===== src/i2cmp_consts.vh =====
// Shared constants for the six-port two-wire bus controller.
`ifndef I2CMP_CONSTS_VH
`define I2CMP_CONSTS_VH
`define I2CMP_NPORTS 6
`define I2CMP_MS_PORTS 2
`define I2CMP_DIV_W 16
`define I2CMP_ADDR_W 7
`define I2CMP_NSADDR 3
`define I2CMP_SADDR_W 21
`define I2CMP_GLITCH_CYC 3'h4
`define I2CMP_LINE_IDLE 1'b1
`define I2CMP_BIT_FIRST 4'h8
`define I2CMP_ACK_BIT 4'h0
`define I2CMP_SCNT_FULL 4'h8
`define I2CMP_DIR_BIT 0
`define I2CMP_TEN_PFX 5'h1e
`define I2CMP_STEP_0 2'h0
`define I2CMP_STEP_1 2'h1
`define I2CMP_STEP_2 2'h2
`endif


===== src/i2cmp_filt.v =====
// Two-flop synchroniser and four-cycle glitch filter for one bus line.
`timescale 1ns/10ps
`include "i2cmp_consts.vh"
module i2cmp_filt (
   // Clock and reset
   input wire core_clk,
   input wire rst,
   // Line
   input wire raw_i,
   output reg filt_q
);
   reg s1_q;
   reg s2_q;
   reg [2:0] cnt_q;

   always @(posedge core_clk) begin
      if (rst) begin
         s1_q <= `I2CMP_LINE_IDLE;
         s2_q <= `I2CMP_LINE_IDLE;
         cnt_q <= 3'h0;
         filt_q <= `I2CMP_LINE_IDLE;
      end else begin
         s1_q <= raw_i;
         s2_q <= s1_q;
         if (s2_q == filt_q) begin
            cnt_q <= 3'h0;
         end else if (cnt_q == `I2CMP_GLITCH_CYC - 3'h1) begin
            cnt_q <= 3'h0;
            filt_q <= s2_q;
         end else begin
            cnt_q <= cnt_q + 3'h1;
         end
      end
   end
endmodule


===== src/i2cmp_top.v =====
// One two-wire port engine and the six-port controller that holds them.
`timescale 1ns/10ps
`include "i2cmp_consts.vh"
module i2cmp_port #(
   parameter HAS_SLAVE = 1
) (
   // Clock and reset
   input wire core_clk,
   input wire rst,
   // Bus pins, open drain
   input wire scl_i,
   output wire scl_o,
   output wire scl_oe,
   input wire sda_i,
   output wire sda_o,
   output wire sda_oe,
   // Master control
   input wire [`I2CMP_DIV_W-1:0] clk_div,
   input wire [7:0] master_tx_byte,
   input wire mtx_start,
   input wire mtx_stop,
   input wire mtx_wr,
   input wire m_rx_nak,
   // Master status
   output reg [7:0] m_rx_byte,
   output reg m_done,
   output wire m_busy,
   output reg m_nak,
   output reg m_ten_bit,
   output reg m_rd,
   output reg m_arb_lost,
   output reg bus_busy,
   // Slave section
   input wire [`I2CMP_SADDR_W-1:0] s_addr,
   input wire [`I2CMP_NSADDR-1:0] s_addr_en,
   input wire [7:0] stx_byte,
   input wire stx_wr,
   output wire [7:0] srx_byte,
   output wire srx_valid,
   output wire stx_req,
   output wire s_active
);
   localparam M_IDLE = 6'h01;
   localparam M_START = 6'h02;
   localparam M_LOW = 6'h04;
   localparam M_HIGH = 6'h08;
   localparam M_HOLD = 6'h10;
   localparam M_STOP = 6'h20;

   wire scl_f;
   wire sda_f;
   reg scl_p_q;
   reg sda_p_q;
   wire scl_rise;
   wire scl_fall;
   wire start_det;
   wire stop_det;
   wire ssda_oe;

   reg [5:0] ms_q;
   reg [`I2CMP_DIV_W-1:0] cnt_q;
   reg [1:0] step_q;
   reg [3:0] bit_q;
   reg [7:0] txb_q;
   reg adr_q;
   reg stop_pend_q;
   reg mscl_oe_q;
   reg msda_oe_q;
   wire tick;
   wire rx_data;
   wire accept;
   wire drive_low;

   i2cmp_filt u_scl (
      .core_clk(core_clk),
      .rst(rst),
      .raw_i(scl_i),
      .filt_q(scl_f)
   );
   i2cmp_filt u_sda (
      .core_clk(core_clk),
      .rst(rst),
      .raw_i(sda_i),
      .filt_q(sda_f)
   );

   assign scl_rise = scl_f & ~scl_p_q;
   assign scl_fall = ~scl_f & scl_p_q;
   assign start_det = scl_f & scl_p_q & sda_p_q & ~sda_f;
   assign stop_det = scl_f & scl_p_q & ~sda_p_q & sda_f;

   // Both ends only ever pull low; the pin output level is fixed.
   assign scl_o = 1'b0;
   assign sda_o = 1'b0;
   assign scl_oe = mscl_oe_q;
   assign sda_oe = msda_oe_q | ssda_oe;
   assign m_busy = (ms_q != M_IDLE);

   assign tick = (cnt_q == clk_div);
   // Reading data bytes after the address byte leaves the data line to the slave.
   assign rx_data = m_rd & ~adr_q;
   // start from idle only on a free bus; in hold any write is taken, a repeated start included
   assign accept = mtx_wr & (((ms_q == M_IDLE) & ~bus_busy & mtx_start) | (ms_q == M_HOLD));
   assign drive_low = (bit_q == `I2CMP_ACK_BIT) ? (rx_data & ~m_rx_nak) : (~rx_data & ~txb_q[7]);

   always @(posedge core_clk) begin
      if (rst) begin
         scl_p_q <= `I2CMP_LINE_IDLE;
         sda_p_q <= `I2CMP_LINE_IDLE;
         bus_busy <= 1'b0;
      end else begin
         scl_p_q <= scl_f;
         sda_p_q <= sda_f;
         if (start_det) begin
            bus_busy <= 1'b1;
         end else if (stop_det) begin
            bus_busy <= 1'b0;
         end
      end
   end

   always @(posedge core_clk) begin
      if (rst) begin
         cnt_q <= {`I2CMP_DIV_W{1'b0}};
      end else if ((ms_q == M_IDLE) | (ms_q == M_HOLD) | tick | ((ms_q == M_HIGH) & ~scl_f)) begin
         cnt_q <= {`I2CMP_DIV_W{1'b0}};
      end else begin
         cnt_q <= cnt_q + {{(`I2CMP_DIV_W-1){1'b0}}, 1'b1};
      end
   end

   always @(posedge core_clk) begin
      if (rst) begin
         ms_q <= M_IDLE;
         step_q <= `I2CMP_STEP_0;
         bit_q <= `I2CMP_BIT_FIRST;
         txb_q <= 8'h00;
         adr_q <= 1'b0;
         stop_pend_q <= 1'b0;
         mscl_oe_q <= 1'b0;
         msda_oe_q <= 1'b0;
         m_rx_byte <= 8'h00;
         m_done <= 1'b0;
         m_nak <= 1'b0;
         m_ten_bit <= 1'b0;
         m_rd <= 1'b0;
         m_arb_lost <= 1'b0;
      end else begin
         m_done <= 1'b0;
         if (accept) begin
            txb_q <= master_tx_byte;
            stop_pend_q <= mtx_stop;
            step_q <= `I2CMP_STEP_0;
            bit_q <= `I2CMP_BIT_FIRST;
            adr_q <= mtx_start;
            if (mtx_start) begin
               m_rd <= master_tx_byte[`I2CMP_DIR_BIT];
               m_ten_bit <= (master_tx_byte[7:3] == `I2CMP_TEN_PFX);
               m_arb_lost <= 1'b0;
               ms_q <= M_START;
            end else begin
               ms_q <= M_LOW;
            end
         end else begin
            case (ms_q)
               M_IDLE: begin
                  mscl_oe_q <= 1'b0;
                  msda_oe_q <= 1'b0;
               end
               M_START: begin
                  if (tick) begin
                     step_q <= step_q + 2'h1;
                     if (step_q == `I2CMP_STEP_0) begin
                        msda_oe_q <= 1'b0;
                     end else if (step_q == `I2CMP_STEP_1) begin
                        mscl_oe_q <= 1'b0;
                     end else if (step_q == `I2CMP_STEP_2) begin
                        msda_oe_q <= 1'b1;
                     end else begin
                        mscl_oe_q <= 1'b1;
                        ms_q <= M_LOW;
                     end
                  end
               end
               M_LOW: begin
                  // Data moves only in the first half of the low phase, so it never changes with the clock high.
                  if (tick) begin
                     if (step_q == `I2CMP_STEP_0) begin
                        msda_oe_q <= drive_low;
                        step_q <= `I2CMP_STEP_1;
                     end else begin
                        mscl_oe_q <= 1'b0;
                        step_q <= `I2CMP_STEP_0;
                        ms_q <= M_HIGH;
                     end
                  end
               end
               M_HIGH: begin
                  if (tick) begin
                     mscl_oe_q <= 1'b1;
                     bit_q <= bit_q - 4'h1;
                     if (bit_q == `I2CMP_ACK_BIT) begin
                        if (~rx_data) begin
                           m_nak <= sda_f;
                        end
                        m_done <= 1'b1;
                        adr_q <= 1'b0;
                        ms_q <= stop_pend_q ? M_STOP : M_HOLD;
                     end else if (~rx_data & ~msda_oe_q & ~sda_f) begin
                        // Another master pulled data low; back off and leave the bus alone.
                        m_arb_lost <= 1'b1;
                        mscl_oe_q <= 1'b0;
                        ms_q <= M_IDLE;
                     end else begin
                        m_rx_byte <= {m_rx_byte[6:0], sda_f};
                        txb_q <= {txb_q[6:0], 1'b0};
                        ms_q <= M_LOW;
                     end
                  end
               end
               M_HOLD: begin
                  // The clock is held low until firmware supplies the next byte.
                  mscl_oe_q <= 1'b1;
               end
               M_STOP: begin
                  if (tick) begin
                     step_q <= step_q + 2'h1;
                     if (step_q == `I2CMP_STEP_0) begin
                        msda_oe_q <= 1'b1;
                     end else if (step_q == `I2CMP_STEP_1) begin
                        mscl_oe_q <= 1'b0;
                     end else begin
                        msda_oe_q <= 1'b0;
                        step_q <= `I2CMP_STEP_0;
                        ms_q <= M_IDLE;
                     end
                  end
               end
               default: begin
                  ms_q <= M_IDLE;
               end
            endcase
         end
      end
   end

   generate
      if (HAS_SLAVE != 0) begin : g_slave
         localparam S_IDLE = 4'h1;
         localparam S_ADDR = 4'h2;
         localparam S_RX = 4'h4;
         localparam S_TX = 4'h8;
         reg [3:0] ss_q;
         reg [3:0] scnt_q;
         reg [7:0] ssh_q;
         reg [7:0] stx_q;
         reg [7:0] srx_q;
         reg sack_q;
         reg smnak_q;
         reg ssda_q;
         reg srx_v_q;
         reg stx_req_q;
         wire hit;

         function slot_hit;
            input [`I2CMP_ADDR_W-1:0] want;
            input [`I2CMP_ADDR_W-1:0] got;
            input en;
            begin
               slot_hit = en & (want == got);
            end
         endfunction

         assign hit = slot_hit(s_addr[6:0], ssh_q[7:1], s_addr_en[0]) |
                      slot_hit(s_addr[13:7], ssh_q[7:1], s_addr_en[1]) |
                      slot_hit(s_addr[20:14], ssh_q[7:1], s_addr_en[2]);
         assign ssda_oe = ssda_q;
         assign srx_byte = srx_q;
         assign srx_valid = srx_v_q;
         assign stx_req = stx_req_q;
         assign s_active = (ss_q != S_IDLE);

         always @(posedge core_clk) begin
            if (rst) begin
               ss_q <= S_IDLE;
               scnt_q <= 4'h0;
               ssh_q <= 8'h00;
               stx_q <= 8'h00;
               srx_q <= 8'h00;
               sack_q <= 1'b0;
               smnak_q <= 1'b0;
               ssda_q <= 1'b0;
               srx_v_q <= 1'b0;
               stx_req_q <= 1'b0;
            end else begin
               srx_v_q <= 1'b0;
               stx_req_q <= 1'b0;
               if (stx_wr) begin
                  stx_q <= stx_byte;
               end
               if (start_det) begin
                  ss_q <= S_ADDR;
                  scnt_q <= 4'h0;
                  sack_q <= 1'b0;
                  ssda_q <= 1'b0;
               end else if (stop_det) begin
                  ss_q <= S_IDLE;
                  sack_q <= 1'b0;
                  ssda_q <= 1'b0;
               end else if (ss_q != S_IDLE) begin
                  if (scl_rise) begin
                     if (sack_q) begin
                        smnak_q <= sda_f;
                     end else if (scnt_q != `I2CMP_SCNT_FULL) begin
                        ssh_q <= {ssh_q[6:0], sda_f};
                        scnt_q <= scnt_q + 4'h1;
                     end
                  end else if (scl_fall) begin
                     if (sack_q) begin
                        sack_q <= 1'b0;
                        scnt_q <= 4'h0;
                        ssda_q <= 1'b0;
                        if (ss_q == S_TX) begin
                           // A not-acknowledge from the reader ends our sending.
                           if (smnak_q) begin
                              ss_q <= S_IDLE;
                           end else begin
                              ssh_q <= stx_q;
                              ssda_q <= ~stx_q[7];
                              stx_req_q <= 1'b1;
                           end
                        end
                     end else if (scnt_q == `I2CMP_SCNT_FULL) begin
                        sack_q <= 1'b1;
                        case (ss_q)
                           S_ADDR: begin
                              ssda_q <= hit;
                              smnak_q <= 1'b0;
                              ss_q <= hit ? (ssh_q[`I2CMP_DIR_BIT] ? S_TX : S_RX) : S_IDLE;
                           end
                           S_RX: begin
                              ssda_q <= 1'b1;
                              srx_q <= ssh_q;
                              srx_v_q <= 1'b1;
                           end
                           default: begin
                              ssda_q <= 1'b0;
                           end
                        endcase
                     end else if (ss_q == S_TX) begin
                        ssda_q <= ~ssh_q[7];
                     end
                  end
               end
            end
         end
      end else begin : g_noslave
         assign ssda_oe = 1'b0;
         assign srx_byte = 8'h00;
         assign srx_valid = 1'b0;
         assign stx_req = 1'b0;
         assign s_active = 1'b0;
      end
   endgenerate
endmodule

module i2cmp_top (
   // Clock and reset
   input wire core_clk,
   input wire rst,
   // Bus pins, one bit per port
   input wire [`I2CMP_NPORTS-1:0] scl_i,
   output wire [`I2CMP_NPORTS-1:0] scl_o,
   output wire [`I2CMP_NPORTS-1:0] scl_oe,
   input wire [`I2CMP_NPORTS-1:0] sda_i,
   output wire [`I2CMP_NPORTS-1:0] sda_o,
   output wire [`I2CMP_NPORTS-1:0] sda_oe,
   // Master control, per port
   input wire [`I2CMP_NPORTS*`I2CMP_DIV_W-1:0] clk_div,
   input wire [`I2CMP_NPORTS*8-1:0] master_tx_byte,
   input wire [`I2CMP_NPORTS-1:0] mtx_start,
   input wire [`I2CMP_NPORTS-1:0] mtx_stop,
   input wire [`I2CMP_NPORTS-1:0] mtx_wr,
   input wire [`I2CMP_NPORTS-1:0] m_rx_nak,
   // Master status, per port
   output wire [`I2CMP_NPORTS*8-1:0] m_rx_byte,
   output wire [`I2CMP_NPORTS-1:0] m_done,
   output wire [`I2CMP_NPORTS-1:0] m_busy,
   output wire [`I2CMP_NPORTS-1:0] m_nak,
   output wire [`I2CMP_NPORTS-1:0] m_ten_bit,
   output wire [`I2CMP_NPORTS-1:0] m_rd,
   output wire [`I2CMP_NPORTS-1:0] m_arb_lost,
   output wire [`I2CMP_NPORTS-1:0] bus_busy,
   // Slave sections, ports 0 and 1 only
   input wire [`I2CMP_MS_PORTS*`I2CMP_SADDR_W-1:0] s_addr,
   input wire [`I2CMP_MS_PORTS*`I2CMP_NSADDR-1:0] s_addr_en,
   input wire [`I2CMP_MS_PORTS*8-1:0] stx_byte,
   input wire [`I2CMP_MS_PORTS-1:0] stx_wr,
   output wire [`I2CMP_MS_PORTS*8-1:0] srx_byte,
   output wire [`I2CMP_MS_PORTS-1:0] srx_valid,
   output wire [`I2CMP_MS_PORTS-1:0] stx_req,
   output wire [`I2CMP_MS_PORTS-1:0] s_active
);
   genvar g;
   generate
      for (g = 0; g < `I2CMP_NPORTS; g = g + 1) begin : g_port
         localparam HS = (g < `I2CMP_MS_PORTS) ? 1 : 0;
         localparam SI = (g < `I2CMP_MS_PORTS) ? g : 0;
         wire [7:0] srx_w;
         wire srx_v_w;
         wire stx_req_w;
         wire sact_w;
         i2cmp_port #(.HAS_SLAVE(HS)) u_port (
            .core_clk(core_clk),
            .rst(rst),
            .scl_i(scl_i[g]),
            .scl_o(scl_o[g]),
            .scl_oe(scl_oe[g]),
            .sda_i(sda_i[g]),
            .sda_o(sda_o[g]),
            .sda_oe(sda_oe[g]),
            .clk_div(clk_div[g*`I2CMP_DIV_W +: `I2CMP_DIV_W]),
            .master_tx_byte(master_tx_byte[g*8 +: 8]),
            .mtx_start(mtx_start[g]),
            .mtx_stop(mtx_stop[g]),
            .mtx_wr(mtx_wr[g]),
            .m_rx_nak(m_rx_nak[g]),
            .m_rx_byte(m_rx_byte[g*8 +: 8]),
            .m_done(m_done[g]),
            .m_busy(m_busy[g]),
            .m_nak(m_nak[g]),
            .m_ten_bit(m_ten_bit[g]),
            .m_rd(m_rd[g]),
            .m_arb_lost(m_arb_lost[g]),
            .bus_busy(bus_busy[g]),
            .s_addr(s_addr[SI*`I2CMP_SADDR_W +: `I2CMP_SADDR_W]),
            .s_addr_en(HS ? s_addr_en[SI*`I2CMP_NSADDR +: `I2CMP_NSADDR] : {`I2CMP_NSADDR{1'b0}}),
            .stx_byte(stx_byte[SI*8 +: 8]),
            .stx_wr(HS ? stx_wr[SI] : 1'b0),
            .srx_byte(srx_w),
            .srx_valid(srx_v_w),
            .stx_req(stx_req_w),
            .s_active(sact_w)
         );
         if (g < `I2CMP_MS_PORTS) begin : g_sout
            assign srx_byte[g*8 +: 8] = srx_w;
            assign srx_valid[g] = srx_v_w;
            assign stx_req[g] = stx_req_w;
            assign s_active[g] = sact_w;
         end
      end
   endgenerate
endmodule


===== config.mk =====
export PLATFORM = sky130hd
export DESIGN_NAME = i2cmp_top
export DESIGN_NICKNAME = d
export VERILOG_FILES = /design/src/i2cmp_filt.v /design/src/i2cmp_top.v
export VERILOG_INCLUDE_DIRS = /design/src
export SDC_FILE = /design/constraint.sdc
export NUM_CORES = 1
export LEC_CHECK = 0
export ABC_AREA = 1
export CORE_AREA = 2 2 210 212
export DETAILED_ROUTE_END_ITERATION = 16
export DIE_AREA = 0 0 212 214
export DONT_BUFFER_PORTS = 1
export GPL_TIMING_DRIVEN = 1
export PLACE_DENSITY = 0.86
export SYNTH_ARGS = -nofsm -noshare
export SYNTH_HDL_FRONTEND = slang
export SYNTH_SLANG_ARGS = --single-unit

===== constraint.sdc =====
create_clock -name core_clk -period 4.61 [get_ports core_clk]
set_input_delay 1.383 -clock core_clk [delete_from_list [all_inputs] [get_ports core_clk]]
set_output_delay 1.383 -clock core_clk [all_outputs]
set_load 0.01 [all_outputs]

==> PnR_summary.wiki, run 1 <==
{| class="wikitable"
! Metric !! Value
|-
| CTS Root Buffer Type || clkbuf_16
|-
| Number of detailed-routing iterations run before antenna repair || 8
|-
| Post-DP HPWL || 44.2 mm
|-
| Max-Slew Margin vs Limit || 29.4%
|-
| Clock tree from TritonCTS || built
|-
| Total via count after detailed routing || 23351
|-
| Die X-Extent || 212 um
|-
| Cells after Synth || 3831
|-
| Iteration-0 DRC Markers || 1699
|-
| Total buffers and inverters traversed by the critical path || 0
|-
| Post-synthesis async set-or-reset flop share || 0%
|-
| Share of the clock period used by the worst path || 62.2%
|-
| Die Footprint || 0.0454 sq mm
|-
| RSZ-0062 raised after global routing || no
|-
| Post-synth top cells || 938 x nand2_1, 527 x inv_1, 482 x dfxtp_1, 476 x nor2_1, 284 x a21oi_1
|-
| Result of the run || completed
|-
| Required time worst endpoint || 3.23 ns
|-
| Static leakage || 0.0121 uW
|-
| CP cell instances || nor2_1 -> nand4_1
|-
| Reg clk slew, reported paths || 0.06 ns
|-
| Leading cell types by total area after synthesis || dfxtp_1 38%, nand2_1 14%, inv_1 7.7%
|-
| Fraction of post-synthesis cell area in the top cell type by area || 37.6%
|-
| Signal arrival time at the worst endpoint || 1.49 ns
|-
| Overall global routing resource usage || 26.0%
|-
| Most instantiated library cell after synthesis || nand2_1
|-
| DRC violation count after routing || 0
|-
| Final setup slack of the worst path || 1.74 ns
|-
| Kind of cell adding the most delay to the critical path || simple AND/OR/NAND/NOR gates
|-
| GP Congestion || 0.957
|-
| Cell area after layout || 0.0273 sq mm
|-
| Number of buffers added to fix hold violations after cts || 0
|-
| Number of antenna diodes || 0
|-
| Yosys Warn Count || 0
|-
| Register bit count reported by yosys || 482
|-
| Wire length of the first global-routing pass || 99.4 mm
|-
| Maximum fanout along the worst path || 5
|-
| Fraction of power spent switching nets || 31.2%
|-
| Leftover overflow at the end of global routing || 0
|-
| Combinational share of power || 19.9%
|-
| Via count of the first global-routing pass || 21541
|-
| Summed negative setup slack over all endpoints || 0 ns
|-
| Worst reg-to-reg setup slack || 1.80 ns
|-
| Cell area reported after detailed placement || 0.0256 sq mm
|-
| Number of library cell types mapped by synthesis || 53
|-
| Type of the most critical hold path || register to register
|-
| Vertical die dimension || 214 um
|-
| Max H-tree Level || 2
|-
| Post-CTS resize count || 0
|-
| Sequential cell area fraction in the yosys report || 37.6%
|-
| Slowest-stage cell, CP || nand4_1
|-
| Final clock skew || 0.0115 ns
|-
| Layout cell share with drive strength beyond 1 || 7.36%
|-
| # IOs || 384
|-
| Count of max-cap constraint violations || 0
|-
| Pins over their slew limit || 0
|-
| Maximum number of pins on one net before global-route repair || 152
|-
| Most area-hungry cell type in the Yosys netlist || dfxtp_1
|-
| Post-Synthesis Cell Area || 0.0257 sq mm
|-
| Ys flop type || dfxtp_1
|-
| Starting density of the core || 59.9%
|-
| Total routed wirelength || 60.6 mm
|-
| Clock tree buffer depth || 3
|-
| Achievable Freq || 349 MHz
|-
| Number of fill cells || 3669
|-
| Pin slew with the least headroom to its limit || 1.05 ns
|-
| Tmin final || 2.87 ns
|-
| Count of buffers added by post-CTS timing repair for setup || 0
|-
| Skew-Pair Late Insertion Delay || 0.58 ns
|-
| Antenna violation net count after detailed routing || 0
|-
| Net Switching || 3490 uW
|-
| Final layout net count || 4079
|-
| EDFF count, synth || 0
|-
| Critical Path Max Stage Delay || 0.38 ns
|-
| Vias per cell || 5.34
|-
| CP endpoint kind || output port
|-
| Clk sink count || 482
|-
| Worst voltage drop across the vdd grid || 507 uV
|-
| Placeable core region || 0.0429 sq mm
|-
| Place WS || 1.55 ns
|-
| CTS buffer count || 51
|-
| Classification of the worst setup path || register to output port
|-
| Power share of the clock group || 38.4%
|-
| Mean cell area of the mapped netlist || 6.70 sq um
|-
| Initial antenna violation count || 3
|-
| Wirelength per Cell || 13.8 um
|-
| Proportion of power drawn by flip-flops and latches || 41.7%
|-
| Kind of start point of the critical path || register
|-
| Count of port buffers added during placement || 0
|-
| Final number of hold-violating endpoints || 0
|-
| Synth-to-layout area growth || 6.51%
|-
| Finish-stage setup viols || 0
|-
| Cell-internal power || 7680 uW
|-
| Placement row count || 76
|-
| Power per Cell Area || 408 mW/mm^2
|}
## placed cells by master, fill, tap and decap left out, drive strengths merged, types with 7 or more instances in the layout
cell type,count
nand2,964
buf,7
or2,41
nand4,59
nand3,264
nor3b,11
conb,12
inv,566
o22ai,9
o211ai,14
nor4,16
nor2,524
clkbuf,66
mux2i,8
clkinv,12
dfxtp,482
xor2,35
xnor2,10
o21ai,210
ha,75
nand3b,8
nor3,71
a21oi,285
## power by group through the flow
stage | registers (uW) | logic [uW] | clock network (uW)
after CTS | 4660 | 2200 | 4350
after global routing | 4690 | 2530 | 4520
after floorplan | 4660 | 1980 | 0
final | 4660 | 2220 | 4280
after global placement | 4740 | 2130 | 0
after detailed placement | 4750 | 2170 | 0
## sequential cells by signal, summed over array words and instances (netlist names), 18 cells and up
| name | count |
|---|---|
| g_port.u_port.u_scl.cnt_q | 18 |
| g_port.u_port.m_rx_byte | 48 |
| g_port.u_port.txb_q | 48 |
| g_port.u_port.ms_q | 36 |
| g_port.u_port.cnt_q | 96 |
| g_port.u_port.u_sda.cnt_q | 18 |
| g_port.u_port.bit_q | 24 |
## layer usage
metal	track usage [%]	vias up	share of wire, %
li1	-	11933	-
met1	31.6	10420	42
met2	43.7	822	45
met3	6.16	172	8.4
met4	11.6	4	3.9
met5	0	-	0.038
## worst paths after layout
kind	start	to	cells after the start
worst min-delay path	g_port[4].u_port.u_scl.s1_q	g_port[4].u_port.u_scl.s2_q	1
worst max-delay path	g_port[4].u_port.ms_q[3]	m_busy[4]	2
worst max register to register	g_port[0].u_port.u_scl.filt_q	g_port[0].u_port.g_slave.ssh_q[5]	8
worst min register to register	g_port[4].u_port.u_scl.s1_q	g_port[4].u_port.u_scl.s2_q	1
## worst register-to-register path: stages, from the launching register on
cell	delay (ns)
dfxtp_1	0.45
ha_1	0.55
inv_2	0.17
ha_1	0.31
o21ai_1	0.11
nor2_4	0.21
o211ai_1	0.44
o21ai_0	0.38
a21oi_1	0.06
## logic make-up (layout without fill, tap and decap cells)
group                    count (synthesis)  in the layout  synth area share (%)
adder cells (fa/ha/maj)                 75             75                  3.65
multiplexers                             8              8                 0.312
AO/OA/AOI/OAI                          547            547                  11.2
other                                    1             12                0.0146
AND/OR/NAND/NOR                       1959           1959                  33.8
buffers and inverters                  714            663                  11.9
XOR/XNOR                                45             45                  1.53
flip-flops                             482            482                  37.6
## stage by stage
stage               total power (uW)  util, %  hold WS, ns  cells
CTS                            11200     63.8        0.403   4376
global route                   11700     63.8        0.419   4376
global placement                6870     59.7        0.394   4288
floorplan                       6640        -        0.389   3842
finish                         11200     63.8        0.403   4376
detailed placement              6920     59.7        0.394   4288
## layout make-up
class / instances / area (sq um) / area share [%]
multi-input combinational: 2646 / 13000 / 47.6
timing repair buffer: 7 / 65.1 / 0.238
clock inverter: 22 / 285 / 1.04
sequential: 482 / 9650 / 35.3
tap: 585 / 732 / 2.68
clock buffer: 66 / 1470 / 5.36
inverter: 568 / 2140 / 7.81
Note: power is estimated with default switching activity, not from simulation.
==> run 2: changes to the inputs <==
Clock period 4.61 ns to 3 ns, I/O delays scaled along.
==> run 2 against run 1 <==
  * Die area stayed put
  * Power rose by 55%
  * Sequential share of layout area shrank 0.18 points
  * Critical path type unchanged
  * Highest routed layer unchanged
==> PnR_summary.wiki, run 2 (synthesis gave the netlist of run 1 again) <==
{| class="wikitable"
! Metric !! Value
|-
| Result of the run || completed (unchanged)
|-
| CTS Root Buffer Type || clkbuf_16 (unchanged)
|-
| Count of max-cap constraint violations || 0 (unchanged)
|-
| Clk sink count || 482 (unchanged)
|-
| Overall global routing resource usage || 25.6% (was 26.0%)
|-
| Summed negative setup slack over all endpoints || 0 ns (unchanged)
|-
| Skew-Pair Late Insertion Delay || 0.59 ns (was 0.58 ns)
|-
| Power per Cell Area || 631 mW/mm^2 (was 408 mW/mm^2)
|-
| Biggest register || g_port.u_port.cnt_q (unchanged)
|-
| Placement row count || 76 (unchanged)
|-
| Max reg flops || 96 (unchanged)
|-
| Layout cell share with drive strength beyond 1 || 7.60% (was 7.36%)
|-
| Maximum fanout along the worst path || 4 (was 5)
|-
| Total area of sequential cells || 0.00965 sq mm (unchanged)
|-
| Critical Path Max Stage Delay || 0.37 ns (was 0.38 ns)
|-
| Antenna violation net count after detailed routing || 0 (unchanged)
|-
| Count of buffers added by post-CTS timing repair for setup || 0 (unchanged)
|-
| Signal arrival time at the worst endpoint || 1.48 ns (was 1.49 ns)
|-
| CTS buffer count || 51 (unchanged)
|-
| # IOs || 384 (unchanged)
|-
| Die Footprint || 0.0454 sq mm (unchanged)
|-
| Vertical die dimension || 214 um (unchanged)
|-
| Via count of the first global-routing pass || 21105 (was 21541)
|-
| Starting density of the core || 59.9% (unchanged)
|-
| Multi-input gate area || 0.0130 sq mm (unchanged)
|-
| Initial antenna violation count || 4 (was 3)
|-
| Final number of hold-violating endpoints || 0 (unchanged)
|-
| Pins over their slew limit || 0 (unchanged)
|-
| Reg clk slew, reported paths || 0.06 ns (about the same)
|-
| Vias per cell || 5.30 (was 5.34)
|-
| Max H-tree Level || 2 (unchanged)
|-
| Classification of the worst setup path || register to output port (unchanged)
|-
| Post-CTS resize count || 0 (unchanged)
|-
| Slowest-stage cell, CP || nand4_1 (unchanged)
|-
| RSZ-0062 raised after global routing || no (unchanged)
|-
| Total routed wirelength || 59.9 mm (was 60.6 mm)
|-
| Leftover overflow at the end of global routing || 0 (unchanged)
|-
| Share of the clock period used by the worst path || 79.5%
|-
| Fin Hold WS || 0.392 ns (was 0.403 ns)
|-
| Finish-stage setup viols || 0 (unchanged)
|-
| Required time worst endpoint || 2.10 ns (was 3.23 ns)
|-
| Number of buffers added to fix hold violations after cts || 0 (unchanged)
|-
| Kind of cell adding the most delay to the critical path || simple AND/OR/NAND/NOR gates (unchanged)
|-
| Iteration-0 DRC Markers || 1766 (was 1699)
|-
| Pin slew with the least headroom to its limit || 0.995 ns (was 1.05 ns)
|-
| Clock tree buffer depth || 3 (unchanged)
|-
| Most frequent standard cell in the layout excluding fill and tap cells || nand2_1 (unchanged)
|-
| Number of fill cells || 3695 (was 3669)
|-
| Kind of start point of the critical path || register (unchanged)
|-
| Clock tree from TritonCTS || built (unchanged)
|-
| Static leakage || 0.0122 uW (was 0.0121 uW)
|-
| Filler-free cell count of the finished design || 4390 (was 4376)
|-
| Tmin final || 2.38 ns
|-
| Wire length of the first global-routing pass || 98.6 mm (was 99.4 mm)
|-
| Total buffers and inverters traversed by the critical path || 0 (unchanged)
|-
| Die X-Extent || 212 um (unchanged)
|-
| Maximum number of pins on one net before global-route repair || 152 (unchanged)
|-
| CP endpoint kind || output port (unchanged)
|-
| Total via count after detailed routing || 23269 (was 23351)
|-
| DRC violation count after routing || 0 (unchanged)
|-
| Worst voltage drop across the vdd grid || 532 uV (was 507 uV)
|-
| Type of the most critical hold path || primary input to register (was register to register)
|-
| Max-Slew Margin vs Limit || 33.4% (was 29.4%)
|-
| Placeable core region || 0.0429 sq mm (unchanged)
|-
| Final clock skew || 0.0204 ns (was 0.0115 ns)
|-
| Largest registers in the final layout || g_port.u_port.cnt_q: 96 flops, g_port.u_port.m_rx_byte: 48 flops, g_port.u_port.txb_q: 48 flops (unchanged)
|-
| Number of detailed-routing iterations run before antenna repair || 6 (was 8)
|-
| Count of port buffers added during placement || 0 (unchanged)
|-
| Achievable Freq || 419 MHz
|-
| Synth-to-layout area growth || 7.06% (was 6.51%)
|-
| Final layout net count || 4087 (was 4079)
|-
| Wirelength per Cell || 13.6 um (was 13.8 um)
|-
| CP cell instances || nor2_4 -> nand4_1 (was nor2_1 -> nand4_1)
|-
| GP Congestion || 0.933 (was 0.957)
|-
| Commonest cells after routing, fill and taps aside || 938 x nand2_1, 526 x inv_1, 482 x dfxtp_1 (unchanged)
|-
| Number of instances in the placed design || 4296 (was 4288)
|-
| Post-DP HPWL || 43.7 mm (was 44.2 mm)
|}
[run 2: where the power goes]
group          total [uW]  internal [uW]  switching [uW]  leakage [uW]
Sequential           7150           6780             370       0.00391
Combinational        3420           1090            2330       0.00739
Clock                6780           4180            2610      0.000893
[run 2: per-stage QoR]
stage	area (sq um)	power, uW	util (%)	worst slack [ns]
global placement	25700	10600	59.8	0.604
floorplan	25700	10200	-	0.912
CTS	27500	17500	64.1	0.604
detailed placement	25700	10700	59.8	0.535
finish	27500	17400	64.1	0.616
global route	27500	18300	64.1	0.372
[run 2: final cells by class]
class	instances	share of cell area, %
tap	585	2.66
multi-input combinational	2646	47.3
sequential	482	35.1
inverter	568	7.77
clock buffer	70	5.46
clock inverter	22	1.19
antenna	2	0.0182
timing repair buffer	15	0.455
[run 2: worst reg2reg max path, stage by stage (launching register included)]
cell and delay [ns]:
dfxtp_1 0.46, ha_1 0.23, inv_2 0.09, ha_1 0.27, o21ai_1 0.10, nor2_4 0.22, o211ai_1 0.42, o21ai_1 0.30
a21oi_1 0.07
[run 2: final timing paths]
path,startpoint,to,slack (ns),cells after the start
worst max-delay path,g_port[4].u_port.ms_q[5],m_busy[4],0.62,2
worst min-delay path,rst,g_port[2].u_port.ms_q[1],0.39,1
worst max register to register,g_port[0].u_port.u_scl.filt_q,g_port[0].u_port.g_slave.ssh_q[6],0.69,8
worst min register to register,g_port[1].u_port.u_scl.s1_q,g_port[1].u_port.u_scl.s2_q,0.41,1
[run 2: per-layer routing]
metal | part of all wire [%] | global-route usage (%) | vias up
met5 | 0.045 | 0 | -
met4 | 3.7 | 9.67 | 4
met3 | 7.9 | 6.49 | 158
met2 | 46 | 42.8 | 721
met1 | 43 | 31.8 | 10433
li1 | - | - | 11953
